`src/logic/hk_pkg.sv`:
```
package hk_pkg;
  // ****************************************
  // register map
  // ****************************************
  localparam logic [7:0] ADDR_TEMP_RESULT = 8'hD7;
  localparam logic [7:0] ADDR_CONV_START = 8'hD8;
  localparam logic [7:0] ADDR_BATT_RESULT = 8'hDF;
  localparam logic [7:0] ADDR_EXT_RESULT = 8'hEF;
  localparam logic [7:0] ADDR_LOW_BATT_THR = 8'hFA;
  localparam logic [7:0] ADDR_STROBE_PERIOD = 8'hF9;
  localparam logic [7:0] ADDR_DELTA_CONFIG = 8'hF3;
  localparam logic [7:0] ADDR_PWR_FLAGS = 8'hF8;
  localparam logic [7:0] ADDR_PWR_ENABLES = 8'hEC;
  localparam logic [7:0] RESET_BYTE = 8'h00;
  // ****************************************
  // fields
  // ****************************************
  localparam int GO_BATT = 0;
  localparam int GO_TEMP = 1;
  localparam int GO_EXT = 2;
  localparam int PLL_ACK_BIT = 7;
  localparam int LOW_BATT_FLAG_BIT = 0;
  localparam int LOW_BATT_IRQ_EN_BIT = 0;
  localparam int TEMP_SEL_LSB = 0;
  localparam int BATT_SEL_LSB = 2;
  localparam int TEMP_DELTA_LSB = 3;
  localparam logic [7:0] STROBE_MASK = 8'h3F;
  localparam logic [7:0] DELTA_MASK = 8'h3F;
  localparam logic [2:0] DELTA_NONE = 3'h0;
  localparam logic [2:0] DELTA_EVERY = 3'h7;
  // ****************************************
  // power states and channels
  // ****************************************
  typedef logic [1:0] hk_psm_t;
  localparam hk_psm_t PSM_FULL = 2'h0;
  localparam hk_psm_t PSM_BATT_ACTIVE = 2'h1;
  localparam hk_psm_t PSM_SLEEP = 2'h2;
  typedef enum logic [1:0] {CH_BATT, CH_TEMP, CH_EXT} hk_chan_e;
  // ****************************************
  // strobe timing
  // ****************************************
  localparam longint unsigned CLK_HZ = 64'd100000000;
  localparam longint unsigned MINUTE_S = 64'd60;
  localparam longint unsigned MINUTE_CYC = MINUTE_S * CLK_HZ;
  localparam int PRESC_W = 36;
  localparam int MIN_W = 4;
  localparam logic [4:0] TEMP_MIN_01 = 5'h08;
  localparam logic [4:0] TEMP_MIN_10 = 5'h02;
  localparam logic [4:0] BATT_MIN_01 = 5'h10;
  localparam logic [4:0] BATT_MIN_10 = 5'h04;
  localparam logic [4:0] MIN_11 = 5'h01;
  localparam logic [4:0] MIN_OFF = 5'h00;
endpackage : hk_pkg

```
`src/logic/hk_strobe_if.sv`:
```
`timescale 1ns/1ps
interface hk_strobe_if;
  logic run_en;
  logic [1:0] temp_sel;
  logic [1:0] batt_sel;
  logic temp_strobe;
  logic batt_strobe;
  modport gen (input run_en, input temp_sel, input batt_sel, output temp_strobe,
               output batt_strobe);
  modport seq (output run_en, output temp_sel, output batt_sel, input temp_strobe,
               input batt_strobe);
endinterface : hk_strobe_if

```
`src/logic/hk_adc_seq.sv`:
```
`timescale 1ns/1ps
module hk_adc_seq #(
  parameter longint unsigned MINUTE_CYCLES = hk_pkg::MINUTE_CYC
) (
  // clock and reset
  input wire logic clk_i,
  input wire logic rst_i,
  // special function register port
  input wire logic [7:0] sfr_addr_i,
  input wire logic sfr_wr_i,
  input wire logic [7:0] sfr_wdata_i,
  output logic [7:0] sfr_rdata_o,
  // system state
  input wire hk_pkg::hk_psm_t pwr_state_i,
  input wire logic rtc_run_enable_i,
  input wire logic pll_lock_lost_i,
  output logic pll_fault_flag_o,
  // shared converter handshake
  output logic conv_req_o,
  output hk_pkg::hk_chan_e conv_chan_o,
  input wire logic conv_accept_i,
  input wire logic conv_done_i,
  input wire logic [7:0] conv_data_i,
  // interrupts
  output logic temp_irq_o,
  output logic batt_irq_o,
  output logic ext_irq_o,
  output logic psm_irq_o
);
  import hk_pkg::*;

  typedef enum logic [1:0] {ST_IDLE, ST_REQ, ST_WAIT, ST_DRAIN} hk_state_e;

  // ****************************************
  // input synchronisers
  // ****************************************
  logic acc_s1_q, acc_s2_q, done_s1_q, done_s2_q, pll_s1_q, pll_s2_q;

  always_ff @(posedge clk_i) begin
    if (rst_i) begin
      acc_s1_q <= 1'b0;
      acc_s2_q <= 1'b0;
      done_s1_q <= 1'b0;
      done_s2_q <= 1'b0;
      pll_s1_q <= 1'b0;
      pll_s2_q <= 1'b0;
    end else begin
      acc_s1_q <= conv_accept_i;
      acc_s2_q <= acc_s1_q;
      done_s1_q <= conv_done_i;
      done_s2_q <= done_s1_q;
      pll_s1_q <= pll_lock_lost_i;
      pll_s2_q <= pll_s1_q;
    end
  end

  // ****************************************
  // background schedule
  // ****************************************
  hk_strobe_if sb ();
  logic [7:0] strobe_q, strobe_d;

  assign sb.run_en = rtc_run_enable_i;
  assign sb.temp_sel = strobe_q[TEMP_SEL_LSB +: 2];
  assign sb.batt_sel = strobe_q[BATT_SEL_LSB +: 2];

  hk_strobe_gen #(.MINUTE_CYCLES(MINUTE_CYCLES)) u_strobe (
    .clk_i(clk_i),
    .rst_i(rst_i),
    .sb(sb)
  );

  function automatic logic [7:0] abs_diff(input logic [7:0] a, input logic [7:0] b);
    abs_diff = (a > b) ? a - b : b - a;
  endfunction : abs_diff

  // ****************************************
  // state
  // ****************************************
  hk_state_e state_q, state_d;
  hk_chan_e chan_q, chan_d;
  logic bg_q, bg_d;
  logic [2:0] go_q, go_d;
  logic [1:0] bgp_q, bgp_d;
  logic [7:0] delta_q, delta_d, thr_q, thr_d, en_q, en_d, flags_q, flags_d;
  logic [7:0] temp_q, temp_d, batt_q, batt_d, ext_q, ext_d, ref_q, ref_d;
  logic [7:0] rdata_q, rdata_d;
  logic pll_q, pll_d, req_q, req_d;
  logic tirq_q, tirq_d, birq_q, birq_d, eirq_q, eirq_d, pirq_q, pirq_d;
  logic single_ok, tbg_ok, bbg_ok, wr, below;
  logic [2:0] tdelta;

  always_comb begin
    state_d = state_q;
    chan_d = chan_q;
    bg_d = bg_q;
    go_d = go_q;
    delta_d = delta_q;
    thr_d = thr_q;
    en_d = en_q;
    flags_d = flags_q;
    strobe_d = strobe_q;
    temp_d = temp_q;
    batt_d = batt_q;
    ext_d = ext_q;
    ref_d = ref_q;
    pll_d = pll_q;
    req_d = req_q;
    tirq_d = 1'b0;
    birq_d = 1'b0;
    eirq_d = 1'b0;
    wr = sfr_wr_i;
    tdelta = delta_q[TEMP_DELTA_LSB +: 3];
    below = conv_data_i < thr_q;
    // a halted core cannot ask, battery power stops the schedule
    single_ok = pwr_state_i != PSM_SLEEP;
    tbg_ok = pwr_state_i != PSM_BATT_ACTIVE;
    bbg_ok = pwr_state_i == PSM_FULL;
    // background requests not allowed in this state are dropped, not delayed
    bgp_d = bgp_q & {bbg_ok, tbg_ok};
    // ---- register writes; hardware sets below take precedence
    if (wr) begin
      case (sfr_addr_i)
        ADDR_CONV_START: begin
          go_d = go_q | sfr_wdata_i[2:0];
          if (sfr_wdata_i[PLL_ACK_BIT]) begin
            pll_d = 1'b0;
          end
        end
        ADDR_LOW_BATT_THR: thr_d = sfr_wdata_i;
        ADDR_STROBE_PERIOD: strobe_d = sfr_wdata_i & STROBE_MASK;
        ADDR_DELTA_CONFIG: delta_d = sfr_wdata_i & DELTA_MASK;
        ADDR_PWR_ENABLES: en_d = sfr_wdata_i;
        ADDR_PWR_FLAGS: flags_d = flags_q & sfr_wdata_i;
        default: ;
      endcase
    end
    if (pll_s2_q) begin
      pll_d = 1'b1;
    end
    if (sb.temp_strobe && tbg_ok) begin
      bgp_d[0] = 1'b1;
    end
    if (sb.batt_strobe && bbg_ok) begin
      bgp_d[1] = 1'b1;
    end
    // ---- sequencer
    case (state_q)
      ST_IDLE: begin
        // fixed priority: singles first, temperature before battery
        if (single_ok && go_q[GO_TEMP]) begin
          chan_d = CH_TEMP;
          bg_d = 1'b0;
          state_d = ST_REQ;
        end else if (single_ok && go_q[GO_BATT]) begin
          chan_d = CH_BATT;
          bg_d = 1'b0;
          state_d = ST_REQ;
        end else if (single_ok && go_q[GO_EXT]) begin
          chan_d = CH_EXT;
          bg_d = 1'b0;
          state_d = ST_REQ;
        end else if (bgp_d[0]) begin
          chan_d = CH_TEMP;
          bg_d = 1'b1;
          bgp_d[0] = 1'b0;
          state_d = ST_REQ;
        end else if (bgp_d[1]) begin
          chan_d = CH_BATT;
          bg_d = 1'b1;
          bgp_d[1] = 1'b0;
          state_d = ST_REQ;
        end
        req_d = state_d == ST_REQ;
      end
      ST_REQ: begin
        if (acc_s2_q) begin
          req_d = 1'b0;
          state_d = ST_WAIT;
          if (!bg_q) begin
            case (chan_q)
              CH_TEMP: go_d[GO_TEMP] = 1'b0;
              CH_BATT: go_d[GO_BATT] = 1'b0;
              default: go_d[GO_EXT] = 1'b0;
            endcase
            // a fresh write in this cycle re-arms the bit
            if (wr && sfr_addr_i == ADDR_CONV_START) begin
              go_d = go_d | sfr_wdata_i[2:0];
            end
          end
        end
      end
      ST_WAIT: begin
        if (done_s2_q) begin
          state_d = ST_DRAIN;
          case (chan_q)
            CH_TEMP: begin
              if (!bg_q || tdelta == DELTA_EVERY ||
                  (tdelta != DELTA_NONE && abs_diff(conv_data_i, ref_q) > {5'h00, tdelta}))
              begin
                tirq_d = 1'b1;
                temp_d = conv_data_i;
                ref_d = conv_data_i;
              end
            end
            CH_BATT: begin
              if (!bg_q || below) begin
                birq_d = 1'b1;
                batt_d = conv_data_i;
                flags_d[LOW_BATT_FLAG_BIT] = 1'b1;
              end
            end
            default: begin
              eirq_d = 1'b1;
              ext_d = conv_data_i;
            end
          endcase
        end
      end
      ST_DRAIN: begin
        if (!acc_s2_q && !done_s2_q) begin
          state_d = ST_IDLE;
        end
      end
      default: state_d = ST_IDLE;
    endcase
    pirq_d = flags_d[LOW_BATT_FLAG_BIT] && en_d[LOW_BATT_IRQ_EN_BIT];
    // ---- read mux, answered one cycle after the address
    case (sfr_addr_i)
      ADDR_TEMP_RESULT: rdata_d = temp_q;
      ADDR_CONV_START: rdata_d = {5'h00, go_q};
      ADDR_BATT_RESULT: rdata_d = batt_q;
      ADDR_EXT_RESULT: rdata_d = ext_q;
      ADDR_LOW_BATT_THR: rdata_d = thr_q;
      ADDR_STROBE_PERIOD: rdata_d = strobe_q;
      ADDR_DELTA_CONFIG: rdata_d = delta_q;
      ADDR_PWR_ENABLES: rdata_d = en_q;
      ADDR_PWR_FLAGS: rdata_d = flags_q;
      default: rdata_d = RESET_BYTE;
    endcase
  end

  always_ff @(posedge clk_i) begin
    if (rst_i) begin
      state_q <= ST_IDLE;
      chan_q <= CH_BATT;
      bg_q <= 1'b0;
      go_q <= '0;
      bgp_q <= '0;
      delta_q <= RESET_BYTE;
      thr_q <= RESET_BYTE;
      en_q <= RESET_BYTE;
      flags_q <= RESET_BYTE;
      strobe_q <= RESET_BYTE;
      temp_q <= RESET_BYTE;
      batt_q <= RESET_BYTE;
      ext_q <= RESET_BYTE;
      ref_q <= RESET_BYTE;
      rdata_q <= RESET_BYTE;
      pll_q <= 1'b0;
      req_q <= 1'b0;
      tirq_q <= 1'b0;
      birq_q <= 1'b0;
      eirq_q <= 1'b0;
      pirq_q <= 1'b0;
    end else begin
      state_q <= state_d;
      chan_q <= chan_d;
      bg_q <= bg_d;
      go_q <= go_d;
      bgp_q <= bgp_d;
      delta_q <= delta_d;
      thr_q <= thr_d;
      en_q <= en_d;
      flags_q <= flags_d;
      strobe_q <= strobe_d;
      temp_q <= temp_d;
      batt_q <= batt_d;
      ext_q <= ext_d;
      ref_q <= ref_d;
      rdata_q <= rdata_d;
      pll_q <= pll_d;
      req_q <= req_d;
      tirq_q <= tirq_d;
      birq_q <= birq_d;
      eirq_q <= eirq_d;
      pirq_q <= pirq_d;
    end
  end

  assign sfr_rdata_o = rdata_q;
  assign pll_fault_flag_o = pll_q;
  assign conv_req_o = req_q;
  assign conv_chan_o = chan_q;
  assign temp_irq_o = tirq_q;
  assign batt_irq_o = birq_q;
  assign ext_irq_o = eirq_q;
  assign psm_irq_o = pirq_q;

  // ****************************************
  // checks
  // ****************************************
  property p_pll_ack;
    @(posedge clk_i) disable iff (rst_i)
    (sfr_wr_i && sfr_addr_i == ADDR_CONV_START && sfr_wdata_i[PLL_ACK_BIT] && !pll_s2_q)
      |=> !pll_fault_flag_o;
  endproperty
  a_pll_ack: assert property (p_pll_ack)
    else $error("pll fault flag not cleared by acknowledge");

  property p_req_drops;
    @(posedge clk_i) disable iff (rst_i)
    (conv_req_o && acc_s2_q && !bg_q && chan_q == CH_TEMP && !sfr_wr_i)
      |=> !conv_req_o && !go_q[GO_TEMP];
  endproperty
  a_req_drops: assert property (p_req_drops)
    else $error("start bit or request held after accept");

  property p_low_batt;
    @(posedge clk_i) disable iff (rst_i)
    (state_q == ST_WAIT && done_s2_q && chan_q == CH_BATT && below)
      |=> flags_q[LOW_BATT_FLAG_BIT] && batt_irq_o && batt_q == $past(conv_data_i);
  endproperty
  a_low_batt: assert property (p_low_batt)
    else $error("low battery result did not set flag");

  property p_temp_load;
    @(posedge clk_i) disable iff (rst_i)
    $changed(temp_q) |-> temp_irq_o;
  endproperty
  a_temp_load: assert property (p_temp_load)
    else $error("temperature result changed without interrupt");

  property p_delta_off;
    @(posedge clk_i) disable iff (rst_i)
    (state_q == ST_WAIT && done_s2_q && chan_q == CH_TEMP && bg_q && tdelta == DELTA_NONE)
      |=> !temp_irq_o;
  endproperty
  a_delta_off: assert property (p_delta_off)
    else $error("background temperature interrupt with delta off");

  property p_no_bg_batt_active;
    @(posedge clk_i) disable iff (rst_i)
    ($rose(conv_req_o) && bg_q) |-> $past(pwr_state_i) != PSM_BATT_ACTIVE;
  endproperty
  a_no_bg_batt_active: assert property (p_no_bg_batt_active)
    else $error("background conversion on battery power");

  property p_no_batt_sleep;
    @(posedge clk_i) disable iff (rst_i)
    ($rose(conv_req_o) && chan_q == CH_BATT) |-> $past(pwr_state_i) != PSM_SLEEP;
  endproperty
  a_no_batt_sleep: assert property (p_no_batt_sleep)
    else $error("battery conversion started in sleep");

  property p_ref_on_irq;
    @(posedge clk_i) disable iff (rst_i)
    $changed(ref_q) |-> temp_irq_o && ref_q == temp_q;
  endproperty
  a_ref_on_irq: assert property (p_ref_on_irq)
    else $error("temperature reference moved without interrupt");

  property p_psm_gate;
    @(posedge clk_i) disable iff (rst_i)
    psm_irq_o |-> flags_q[LOW_BATT_FLAG_BIT] && en_q[LOW_BATT_IRQ_EN_BIT];
  endproperty
  a_psm_gate: assert property (p_psm_gate)
    else $error("power interrupt without enabled flag");
endmodule : hk_adc_seq

```
`src/logic/hk_strobe_gen.sv`:
```
`timescale 1ns/1ps
module hk_strobe_gen #(
  parameter longint unsigned MINUTE_CYCLES = hk_pkg::MINUTE_CYC
) (
  // clock and reset
  input wire logic clk_i,
  input wire logic rst_i,
  // schedule
  hk_strobe_if.gen sb
);
  import hk_pkg::*;

  logic [PRESC_W-1:0] presc_q, presc_d;
  logic [MIN_W-1:0] min_q, min_d;
  logic ts_q, ts_d, bs_q, bs_d;
  logic tick;

  // minutes between strobes for an interval code
  function automatic logic [4:0] period_min(input logic [1:0] sel, input logic is_batt);
    case (sel)
      2'h1: period_min = is_batt ? BATT_MIN_01 : TEMP_MIN_01;
      2'h2: period_min = is_batt ? BATT_MIN_10 : TEMP_MIN_10;
      2'h3: period_min = MIN_11;
      default: period_min = MIN_OFF;
    endcase
  endfunction : period_min

  function automatic logic due(input logic [1:0] sel, input logic is_batt,
                               input logic [MIN_W-1:0] m);
    logic [4:0] p;
    p = period_min(sel, is_batt);
    due = (p != MIN_OFF) && (({1'b0, m} & (p - 5'h01)) == 5'h00);
  endfunction : due

  always_comb begin
    tick = presc_q == PRESC_W'(MINUTE_CYCLES - 64'd1);
    presc_d = tick ? '0 : presc_q + PRESC_W'(1);
    min_d = tick ? min_q + MIN_W'(1) : min_q;
    ts_d = tick && due(sb.temp_sel, 1'b0, min_d);
    bs_d = tick && due(sb.batt_sel, 1'b1, min_d);
    // stopped rtc freezes the schedule at its origin
    if (!sb.run_en) begin
      presc_d = '0;
      min_d = '0;
      ts_d = 1'b0;
      bs_d = 1'b0;
    end
  end

  always_ff @(posedge clk_i) begin
    if (rst_i) begin
      presc_q <= '0;
      min_q <= '0;
      ts_q <= 1'b0;
      bs_q <= 1'b0;
    end else begin
      presc_q <= presc_d;
      min_q <= min_d;
      ts_q <= ts_d;
      bs_q <= bs_d;
    end
  end

  assign sb.temp_strobe = ts_q;
  assign sb.batt_strobe = bs_q;

  property p_strobe_needs_run;
    @(posedge clk_i) disable iff (rst_i)
    (ts_q || bs_q) |-> $past(sb.run_en);
  endproperty
  a_strobe_needs_run: assert property (p_strobe_needs_run)
    else $error("strobe while rtc stopped");

  property p_off_no_strobe;
    @(posedge clk_i) disable iff (rst_i)
    ts_q |-> $past(sb.temp_sel) != 2'h0;
  endproperty
  a_off_no_strobe: assert property (p_off_no_strobe)
    else $error("temperature strobe with interval off");
endmodule : hk_strobe_gen

```
`config.mk`:
```
export PLATFORM = sky130hd
export DESIGN_NAME = hk_adc_seq
export DESIGN_NICKNAME = d
export VERILOG_FILES = /design/src/logic/hk_pkg.sv /design/src/logic/hk_strobe_if.sv /design/src/logic/hk_adc_seq.sv /design/src/logic/hk_strobe_gen.sv
export SDC_FILE = /design/constraint.sdc
export NUM_CORES = 1
export LEC_CHECK = 0
export BUFFER_PORTS_ARGS = -buffer_cell sky130_fd_sc_hd__buf_4
export CORE_MARGIN = 5
export CORE_UTILIZATION = 35
export DETAILED_ROUTE_END_ITERATION = 16
export HOLD_SLACK_MARGIN = 0.06
export PLACE_DENSITY = 0.5
export SLEW_MARGIN = 10
export SYNTH_ARGS = -nofsm -noshare
export SYNTH_HDL_FRONTEND = slang
export SYNTH_HIERARCHICAL = 1
export SYNTH_SLANG_ARGS = --single-unit
```
`constraint.sdc`:
```
create_clock -name clk_i -period 4.1 [get_ports clk_i]
set_clock_uncertainty 0.1 [all_clocks]
set_input_delay 0.41 -clock clk_i [delete_from_list [all_inputs] [get_ports clk_i]]
set_output_delay 0.41 -clock clk_i [all_outputs]
set_load 0.03 [all_outputs]
```
---- Word level (Yosys, flattened, before mapping) ----
Index checks and enable logic that the tools add are counted.
storage, ports and cells
  register bits after elaboration ......... 132
  bits in latches ......................... 0
  bits in writable memories ............... 0
  memory bits (read-only) ................. 0
  input port bits ......................... 33
  logic and storage cells ................. 197
  memories kept ........................... 0
operators by class
  $add $sub $neg .......................... 6
  multiply operators ...................... 0
  divide/modulo/power cells ............... 0
  magnitude comparators ................... 3
  equality and inequality tests ........... 27
  shifts and indexed selects .............. 0
  multiplexer cells ....................... 67
  bitwise logic cells ..................... 12
  reductions and logical operators ........ 50
operator list
  cell                                                                      count
  8-bit equality test (second input constant)                               9
  8-bit case mux with 9 select lines                                        1
  36-bit by 1-bit adder with 36-bit output (second input constant)          1
  36-bit by 33-bit equality test with 1-bit output (second input constant)  1
  1-bit two-way mux                                                         36
  2-bit two-way mux                                                         18
  3-bit two-way mux                                                         6
  8-bit subtractor                                                          2
  5-bit case mux with 3 select lines                                        1
  5-bit nonzero test                                                        3
  2-bit AND reduction                                                       7
  1-bit logical AND                                                         13
  2-bit equality test (second input constant)                               6
  4-bit case mux with 3 select lines                                        1
  4-bit by 5-bit AND with 5-bit output                                      2
  2-bit by 1-bit equality test with 1-bit output (second input constant)    5
  5-bit logical NOT                                                         2
  3-bit AND reduction                                                       3
  8-bit AND                                                                 1
  8-bit by 3-bit > comparator with 1-bit output                             1
  8-bit > comparator                                                        1
  8-bit < comparator                                                        1
  8-bit two-way mux                                                         1
  2-bit inequality test (second input constant)                             4
  20 further kinds                                                          39

---- Longest topological paths before layout ----
Gate-level depths: netlist of run 1.
  depth in word-level cells ............... 12
  mapped depth ............................ 17
  gate-level depth less buffers ........... 16

---- Modules after synthesis ----
The synthesis of run 1 kept the hierarchy.
by module, submodules not included
  module         times used  cells an instance  area each (um2)  sequential area each (um2)
  hk_adc_seq     1           595                4934.7           1801.7
  hk_strobe_gen  1           231                2033.2           840.8

---- Worst setup path before layout of run 1 ----
No wires, ideal clock.
  kind .................................... input to register
  from .................................... in conv_data_i[0]
  to ...................................... reg tirq_q, in the netlist temp_irq_o
  setup time .............................. 126 ps
  arrival time ............................ 3359 ps
  required time ........................... 3874 ps
  path slack .............................. 515 ps
  cell stages on the path ................. 17
  cell sequence ........................... inv_1 -> ha_1 -> inv_1 -> fa_1 -> a211oi_1 -> o211ai_2 -> nand3_2 -> mux2_2 -> ha_1 -> a21o_1 -> a21oi_1 -> a31oi_1 -> or4_1 -> o311ai_1 -> a211oi_1 -> buf_6 -> nor2b_1
between the ends
  cells in the longest elaborated chain, start to end .. 6
  elaborated cells between the ends (all ways) .. 8
ends and longest elaborated chain
  element                                                        RTL line           text
  start, declared                                                hk_adc_seq.sv:23   input wire logic [7:0] conv_data_i,
  8-bit subtractor / 8-bit > comparator (equally long branches)  hk_adc_seq.sv:74   abs_diff = (a > b) ? a - b : b - a;
  8-bit two-way mux *                                            hk_adc_seq.sv:74
  8-bit by 3-bit > comparator with 1-bit output *                hk_adc_seq.sv:199  (tdelta != DELTA_NONE && abs_diff(conv_data_i, ref_q) > {5'h00, tdelta}))
  1-bit logical AND *                                            hk_adc_seq.sv:199
  1-bit logical OR *                                             hk_adc_seq.sv:198  if (!bg_q || tdelta == DELTA_EVERY ||
  1-bit two-way mux *                                            hk_adc_seq.sv:198
  end signal, assigned                                           hk_adc_seq.sv:284  tirq_q <= tirq_d;
  end, declared                                                  hk_adc_seq.sv:89   logic tirq_q, tirq_d, birq_q, birq_d, eirq_q, eirq_d, pirq_q, pirq_d;
Mark *: on every way between the ends. The rest lies on a longest branch, timed or not.
A chain may end at the register's enable or synchronous reset.

---- Worst setup path in the final report of run 1 ----
  from .................................... reg ref_q[0]
  to ...................................... reg tirq_q, in the netlist temp_irq_o
between the ends
  cells in the longest elaborated chain, start to end .. 6
  elaborated cells between the ends (all ways) .. 8
ends and longest elaborated chain
  element                                                        RTL line           text
  start, declared                                                hk_adc_seq.sv:86   logic [7:0] temp_q, temp_d, batt_q, batt_d, ext_q, ext_d, ref_q, ref_d;
  start signal, assigned                                         hk_adc_seq.sv:280  ref_q <= ref_d;
  8-bit subtractor / 8-bit > comparator (equally long branches)  hk_adc_seq.sv:74
  8-bit two-way mux *                                            hk_adc_seq.sv:74
  8-bit by 3-bit > comparator with 1-bit output *                hk_adc_seq.sv:199
  1-bit logical AND *                                            hk_adc_seq.sv:199
  1-bit logical OR *                                             hk_adc_seq.sv:198
  1-bit two-way mux *                                            hk_adc_seq.sv:198
Marks and branches as above.

==> results of run 1 <==
## metrics by stage
step | hold slack, ns | utilization, %
global route | 0.0872 | 41.9
CTS | 0.0837 | 41.8
finish | 0.102 | 41.9
floorplan | 0.313 | -
global placement | 0.316 | 39.0
detailed placement | 0.329 | 39.0
## kinds of logic (layout without fill, tap and decap cells)
kind of cell | count (synthesis) | in the layout | synth area share [%]
flops | 132 | 132 | 37.9
xor+xnor | 38 | 38 | 4.78
compound gates | 162 | 162 | 15.0
fa+ha+maj | 35 | 35 | 6.50
mux | 35 | 35 | 5.06
simple gates | 345 | 345 | 25.7
buf+inv | 79 | 140 | 5.03
## registers in the layout (all words and copies together) (netlist names), 8 cells and up
register          cells
thr_q                 8
sfr_rdata_o           8
u_strobe/presc_q     36
en_q                  8
flags_q               8
ext_q                 8
batt_q                8
ref_q                 8
## critical path: cells and delay by family, from the launching register on
kind / cells / cell delay (ns)
DFF: 1 / 0.38
adders and majority gates: 3 / 0.86
buffers and inverters: 3 / 0.38
AOI/OAI and AO/OA: 7 / 1.35
muxes: 1 / 0.33
and+or+nand+nor: 2 / 0.23
## power groups by stage
stage	Combinational (mW)	Clock, mW	Sequential, mW
finish	0.243	1.41	1.30
detailed placement	0.242	0	1.33
CTS	0.243	1.44	1.30
global route	0.269	1.51	1.30
global placement	0.243	0	1.33
floorplan	0.151	0	1.33
## cell type report
class                      instances  area, um^2  area share, %
sequential                       132        2640           32.3
clock buffer                      19         433           5.29
tap                              265         332           4.05
multi-input combinational        615        4000           48.9
clock inverter                    13         111           1.36
timing repair buffer              67         515           6.30
inverter                          41         154           1.88
## cell usage in the layout (no fill, tap or decap), drive strengths merged, types with 6 or more instances in the layout
cell      Yosys  layout
ha           33      33
and3          9       9
a31oi         6       6
inv          41      42
nand2b       27      27
clkbuf       24      19
a21o          7       7
nand3        53      53
nor2b        12      12
mux2i        33      33
nor3b         9       9
nor4          7       7
nand4        21      21
nor2         96      96
o21ai        25      25
a22oi         6       6
buf          14      67
nor3         12      12
dfxtp       132     132
xor2         28      28
or2           9       9
xnor2        10      10
a221oi       10      10
a21oi        65      65
clkinvlp      0       7
a211oi        7       7
nand2        66      66
## repair_timing
| action | CTS | global route |
|---|---|---|
| setup buffers | 0 | 1 |
| setup endpoints to repair | 0 | 9 |
| gates resized for setup | 0 | 1 |
## path summary, 6_finish.rpt
path                                        end  slack (ns)  depth (start not counted)
setup / recovery          temp_irq_o$_SDFF_PP0_        0.33                         16
hold / removal              pll_s1_q$_SDFF_PP0_        0.10                          2
setup reg to reg          temp_irq_o$_SDFF_PP0_        0.33                         16
hold reg to reg   pll_fault_flag_o$_SDFFE_PP0P_        0.34                          2
## metal layers
metal  vias to the layer above  track usage (%)
li1                       3017                -
met1                      2753             25.0
met2                       138             24.5
met3                        22             3.38
met4                         0             5.39
met5                         -                0
## cells in the mapped netlist (4+ instances only)
library cell  count
a222oi_1          5
or3_1             4
nor3_1           12
nand3_1          51
nor4_1            4
nand2_1          66
a21o_1            7
buf_6             5
ha_1             33
a221oi_1         10
buf_2             5
and3_1            8
mux2i_1          33
or2_2             5
nor2_1           96
nor3b_1           9
a22oi_1           6
clkbuf_1         22
a31oi_1           6
xnor2_1          10
dfxtp_1         132
nor2b_1          12
o22ai_1           5
xor2_1           28
a211oi_1          7
inv_1            41
o21ai_0          24
a21oi_1          65
nand4_1          21
nand2b_1         27
or2_1             4
a22o_1            4
==> impl_metrics.yaml, run 1 <==
run_status:
  status: "completed"
global_route:
  grt_pass1_vias: 5642
  grt_usage_pct: 16.9
  antenna_found_initial: 0
  gr-total-overflow: 0
  grt_pass1_wl_mm: 30.4
  grt_max_degree: 91
timing:
  hold_viol_final: 0
  worstMarginPinSlew_ns: 1.13
  max_freq_ghz: 0.265
  relSlewSlack_pct: 23.7
  fin_crit_ns: 3.77
  drv_slew: 0
  finalCritPeriodShare_pct: 91.9
  fin_ws_ns: 0.332
  tns_ns: 0
  finalSetupViolations: 0
  rsz0062_at_grt: "false"
layout:
  layout-drive-gt1-share_pct: 13.5
  antennaDiodeCount: 0
  n_fill_cell: 2024
  nets: 942
  area_growth_pct: 17.5
  fin_cells: 1152
  fin_area_um2: 8190
clocking:
  clockBufferDepth: 2
  tritoncts: "built"
  numCtsBuffers: 17
  cts.clk_slew.worst_paths_ns: 0.06
  hold_buffers: 0
  clock-sinks: 132
  clock-root-buffer: "clkbuf_16"
  htreeDepth: 4
  clk_latency_ns: 0.42
pwr:
  power_density_nw_per_um2: 361
  p_leak_nw: 2.87
  p_int_mw: 2.22
  power_frac_clock_pct: 47.8
  ir_drop_uv: 296
  seq_power_share_pct: 44.0
  swShare_pct: 24.9
  switchingPower_mw: 0.737
  p_comb_share_pct: 8.2
  p_total_mw: 2.96
detailed_routing:
  wl_met2_mm: 7.89
  met1_length_mm: 9.58
  wirelength_mm: 18.7
  via_per_inst: 5.15
  first_pass_iters: 5
  top_layer: "met4"
  met3_length_um: 902
  num_vias: 5930
  route.detailed.drc: 0
  final_antenna_net_count: 0
  routedWlPerCell_um: 16.2
  first_iter_violations: 359
synthesis:
  synth_area_leaders: "dfxtp_1 38%, ha_1 5.9%, nor2_1 5.2%, mux2i_1 4.7%, a21oi_1 4.7%"
  synth_top_cell_by_area: "dfxtp_1"
  syn_area_um2: 6970
  ys.flop_type: "dfxtp_1"
  synthCells: 826
  yosysWarnings: 6
  ys_types: 73
  synth_edf_count: 0
  ys_ff_latch: 132
  syn-num-nets: 894
  yosysSeqAreaShare_pct: 37.9
  async_reset_ff_share_pct: 0
  syn_area_per_cell_um2: 8.44
  yosysTopAreaCellShare_pct: 37.9
floorplanning:
  core-area_um2: 19500
  die_w_um: 151
  rows: 51
  die_h_um: 151
  io_pins: 49
  die-area_um2: 22800
  start_util_pct: 35.7
place:
  pre_cts_ws_ns: -0.118
  port-buffer-count: 48
  globalplace.congestion: 0.810
  placedCellCount: 1119
  placed_area_um2: 7620
  hpwl_mm: 13.7
worst_setup_path:
  critPathArrivalTime_ns: 3.94
  endpoint_kind: "flip-flop"
  worstSetupStartpointType: "flip-flop"
  r2r_start: "ref_q[0]$_SDFFE_PP0P_"
  slowest_delay_ns: 0.45
  cp_max_fo: 9
  cp_cell_sequence: "ha_1 > inv_1 > fa_1 > a211oi_1 > o211ai_2 > nand3_2 > mux2_2 > ha_1 > a21o_1 > a21oi_1 > a31oi_1 > buf_4 > a2111oi_2 > a211oi_4 > buf_12 > nor2b_1"
  slowest_stage: "a2111oi_2"
  worstSetupPathType: "reg -> reg"
  crit_start: "ref_q[0]$_SDFFE_PP0P_"
  path_common_cell: "ha_1"
  worstPathRequired_ns: 4.27
job:
  cap_violations: 0
worst_hold_path:
  min_path_type: "in -> reg"
  hold_start: "pll_lock_lost_i"
Note: power is estimated with default switching activity, not from simulation.
==> inputs of run 2 (changes only) <==
Settings changed: CORE_MARGIN 5 to 4.
==> run 2 against run 1 <==
Net effect:
- flip-flop and latch count stayed put
- highest routed layer unchanged
- largest power group unchanged
- global-route usage up 0.32 points
- sequential power about the same
- via count grew 0.17%
- combinational power fell by 2%
- non-clock buffer count stayed put
- largest cell class unchanged
==> impl_metrics.yaml, run 2 (synthesized netlist as in run 1, its figures left out) <==
worst_hold_path:
  hold_end: "pll_s1_q$_SDFF_PP0_"
  min_path_type: "in -> reg"
  hold_start: "pll_lock_lost_i"
  hold-path-cell-count: 2
detailed_routing:
  via_per_inst: 5.17
  route.detailed.drc: 0
  first_iter_violations: 420
  final_antenna_net_count: 0
  routedWlPerCell_um: 16.1
  wirelength_mm: 18.5
  num_vias: 5940
  first_pass_iters: 6
worst_setup_path:
  cp_max_fo: 6
  endpoint_kind: "flip-flop"
  worstSetupPathType: "reg -> reg"
  r2r_cells: 16
  reg2reg_slack_ns: 0.23
  critPathArrivalTime_ns: 4.04
  worstPathRequired_ns: 4.26
  worst_r2r_endpoint: "temp_irq_o$_SDFF_PP0_"
  r2r_start: "ref_q[0]$_SDFFE_PP0P_"
  worstSetupStartpointType: "flip-flop"
global_route:
  grt_pass1_wl_mm: 30.2
  antenna_found_initial: 0
  grt_max_degree: 91
  grt_usage_pct: 17.2
  grt_pass1_vias: 5615
  gr-total-overflow: 0
layout:
  largest_register_ffs: 36
  layout-drive-gt1-share_pct: 13.1
  layout_common_cells: "132 x dfxtp_1, 96 x nor2_1, 67 x buf_4, 66 x nand2_1, 65 x a21oi_1"
  final_util_pct: 41.9
  n_fill_cell: 2029
  nets: 942
  top_register: "u_strobe/presc_q"
  area_growth_pct: 17.3
  antennaDiodeCount: 0
  final_common_cell: "dfxtp_1"
clocking:
  tritoncts: "built"
  hold_buffers: 0
  clock-sinks: 132
  clk_latency_ns: 0.42
  cts.clk_slew.worst_paths_ns: 0.06
  clock-root-buffer: "clkbuf_16"
  clockBufferDepth: 2
  numCtsBuffers: 17
  htreeDepth: 4
floorplanning:
  rows: 51
  die_w_um: 149
  die_h_um: 149
  start_util_pct: 35.7
  core-area_um2: 19500
  die-area_um2: 22200
  io_pins: 49
job:
  cap_violations: 0
timing:
  finalCritPeriodShare_pct: 94.5
  relSlewSlack_pct: 38.6
  drv_slew: 0
  worstMarginPinSlew_ns: 0.921
  rsz0062_at_grt: "false"
  whs_ns: 0.107
  max_freq_ghz: 0.258
  fin_crit_ns: 3.87
  finalSetupViolations: 0
  hold_viol_final: 0
  tns_ns: 0
pwr:
  ir_drop_uv: 278
  p_total_mw: 2.96
  power_density_nw_per_um2: 362
  p_leak_nw: 2.90
place:
  port-buffer-count: 48
  hpwl_mm: 13.5
  globalplace.congestion: 0.812
run_status:
  status: "completed"
[run 2: cell count changes in the layout (fill, tap and decap cells not counted), sizes merged]
cell | previous run | this run
clkbuf | 19 | 25
clkinvlp | 7 | 0
inv | 42 | 41
[run 2: worst max-delay path by stage]
stage / startpoint / to / slack [ns] / cells past startpoint
after detailed placement: conv_data_i[0] / ref_q[4]$_SDFFE_PP0P_ / -0.13 / 17
after floorplan: conv_data_i[0] / temp_irq_o$_SDFF_PP0_ / 0.51 / 17
after global placement: conv_data_i[0] / ref_q[1]$_SDFFE_PP0P_ / -0.1 / 17
final: ref_q[0]$_SDFFE_PP0P_ / temp_irq_o$_SDFF_PP0_ / 0.23 / 16
after CTS: ref_q[0]$_SDFFE_PP0P_ / ref_q[4]$_SDFFE_PP0P_ / 0.16 / 15
after global routing: ref_q[0]$_SDFFE_PP0P_ / temp_irq_o$_SDFF_PP0_ / 0.02 / 16
[run 2: worst max-delay path, cell delays in order, from the launching register on]
cell and delay [ns]:
dfxtp_1 0.41, ha_1 0.20, inv_1 0.05, fa_1 0.41, a211oi_1 0.29, o211ai_2 0.15, nand3_2 0.11, mux2_2 0.34
ha_1 0.29, a21o_1 0.18, a21oi_1 0.13, a31oi_1 0.06, buf_4 0.15, a2111oi_2 0.44, a211oi_4 0.08, buf_4 0.19
nor2b_1 0.13
[run 2: where the power goes]
group          leakage (nW)  internal (mW)  switching, mW
clock                 0.273          0.887          0.535
sequential             1.06           1.29        0.00861
combinational          1.56         0.0983          0.141
total                  2.90           2.28          0.684
[run 2: metrics by stage]
step           worst slack [ns]  std cells  instance area [um^2]
2_1_floorplan             0.515        826                  6970
3_3_place_gp            -0.0991       1118                  7610
3_5_place_dp             -0.126       1118                  7610
4_1_cts                   0.161       1148                  8160
5_1_grt                  0.0152       1150                  8180
6_report                  0.226       1150                  8180
[run 2: per-layer routing]
layer	GRT usage, %	vias to the layer above	wire length, um
li1	-	3008	-
met1	26.0	2761	9580
met3	3.10	22	848
met5	0	-	0
met2	24.4	149	7750
met4	6.22	0	344
[run 2: layout make-up]
cell class | count | area [um^2] | area share (%)
Timing Repair Buffer | 67 | 503 | 6.15
Sequential cell | 132 | 2640 | 32.3
Clock inverter | 5 | 50.0 | 0.612
Inverter | 41 | 154 | 1.88
Clock buffer | 25 | 495 | 6.06
Tap cell | 265 | 332 | 4.06
Multi-Input combinational cell | 615 | 4000 | 48.9
[run 2: repair_timing]
item | in CTS | in global routing
resized for setup | 1 | 0
gates cloned | 0 | 0
endpoints found under the setup margin | 8 | 9
setup buffers | 0 | 2
pin swaps | 0 | 1
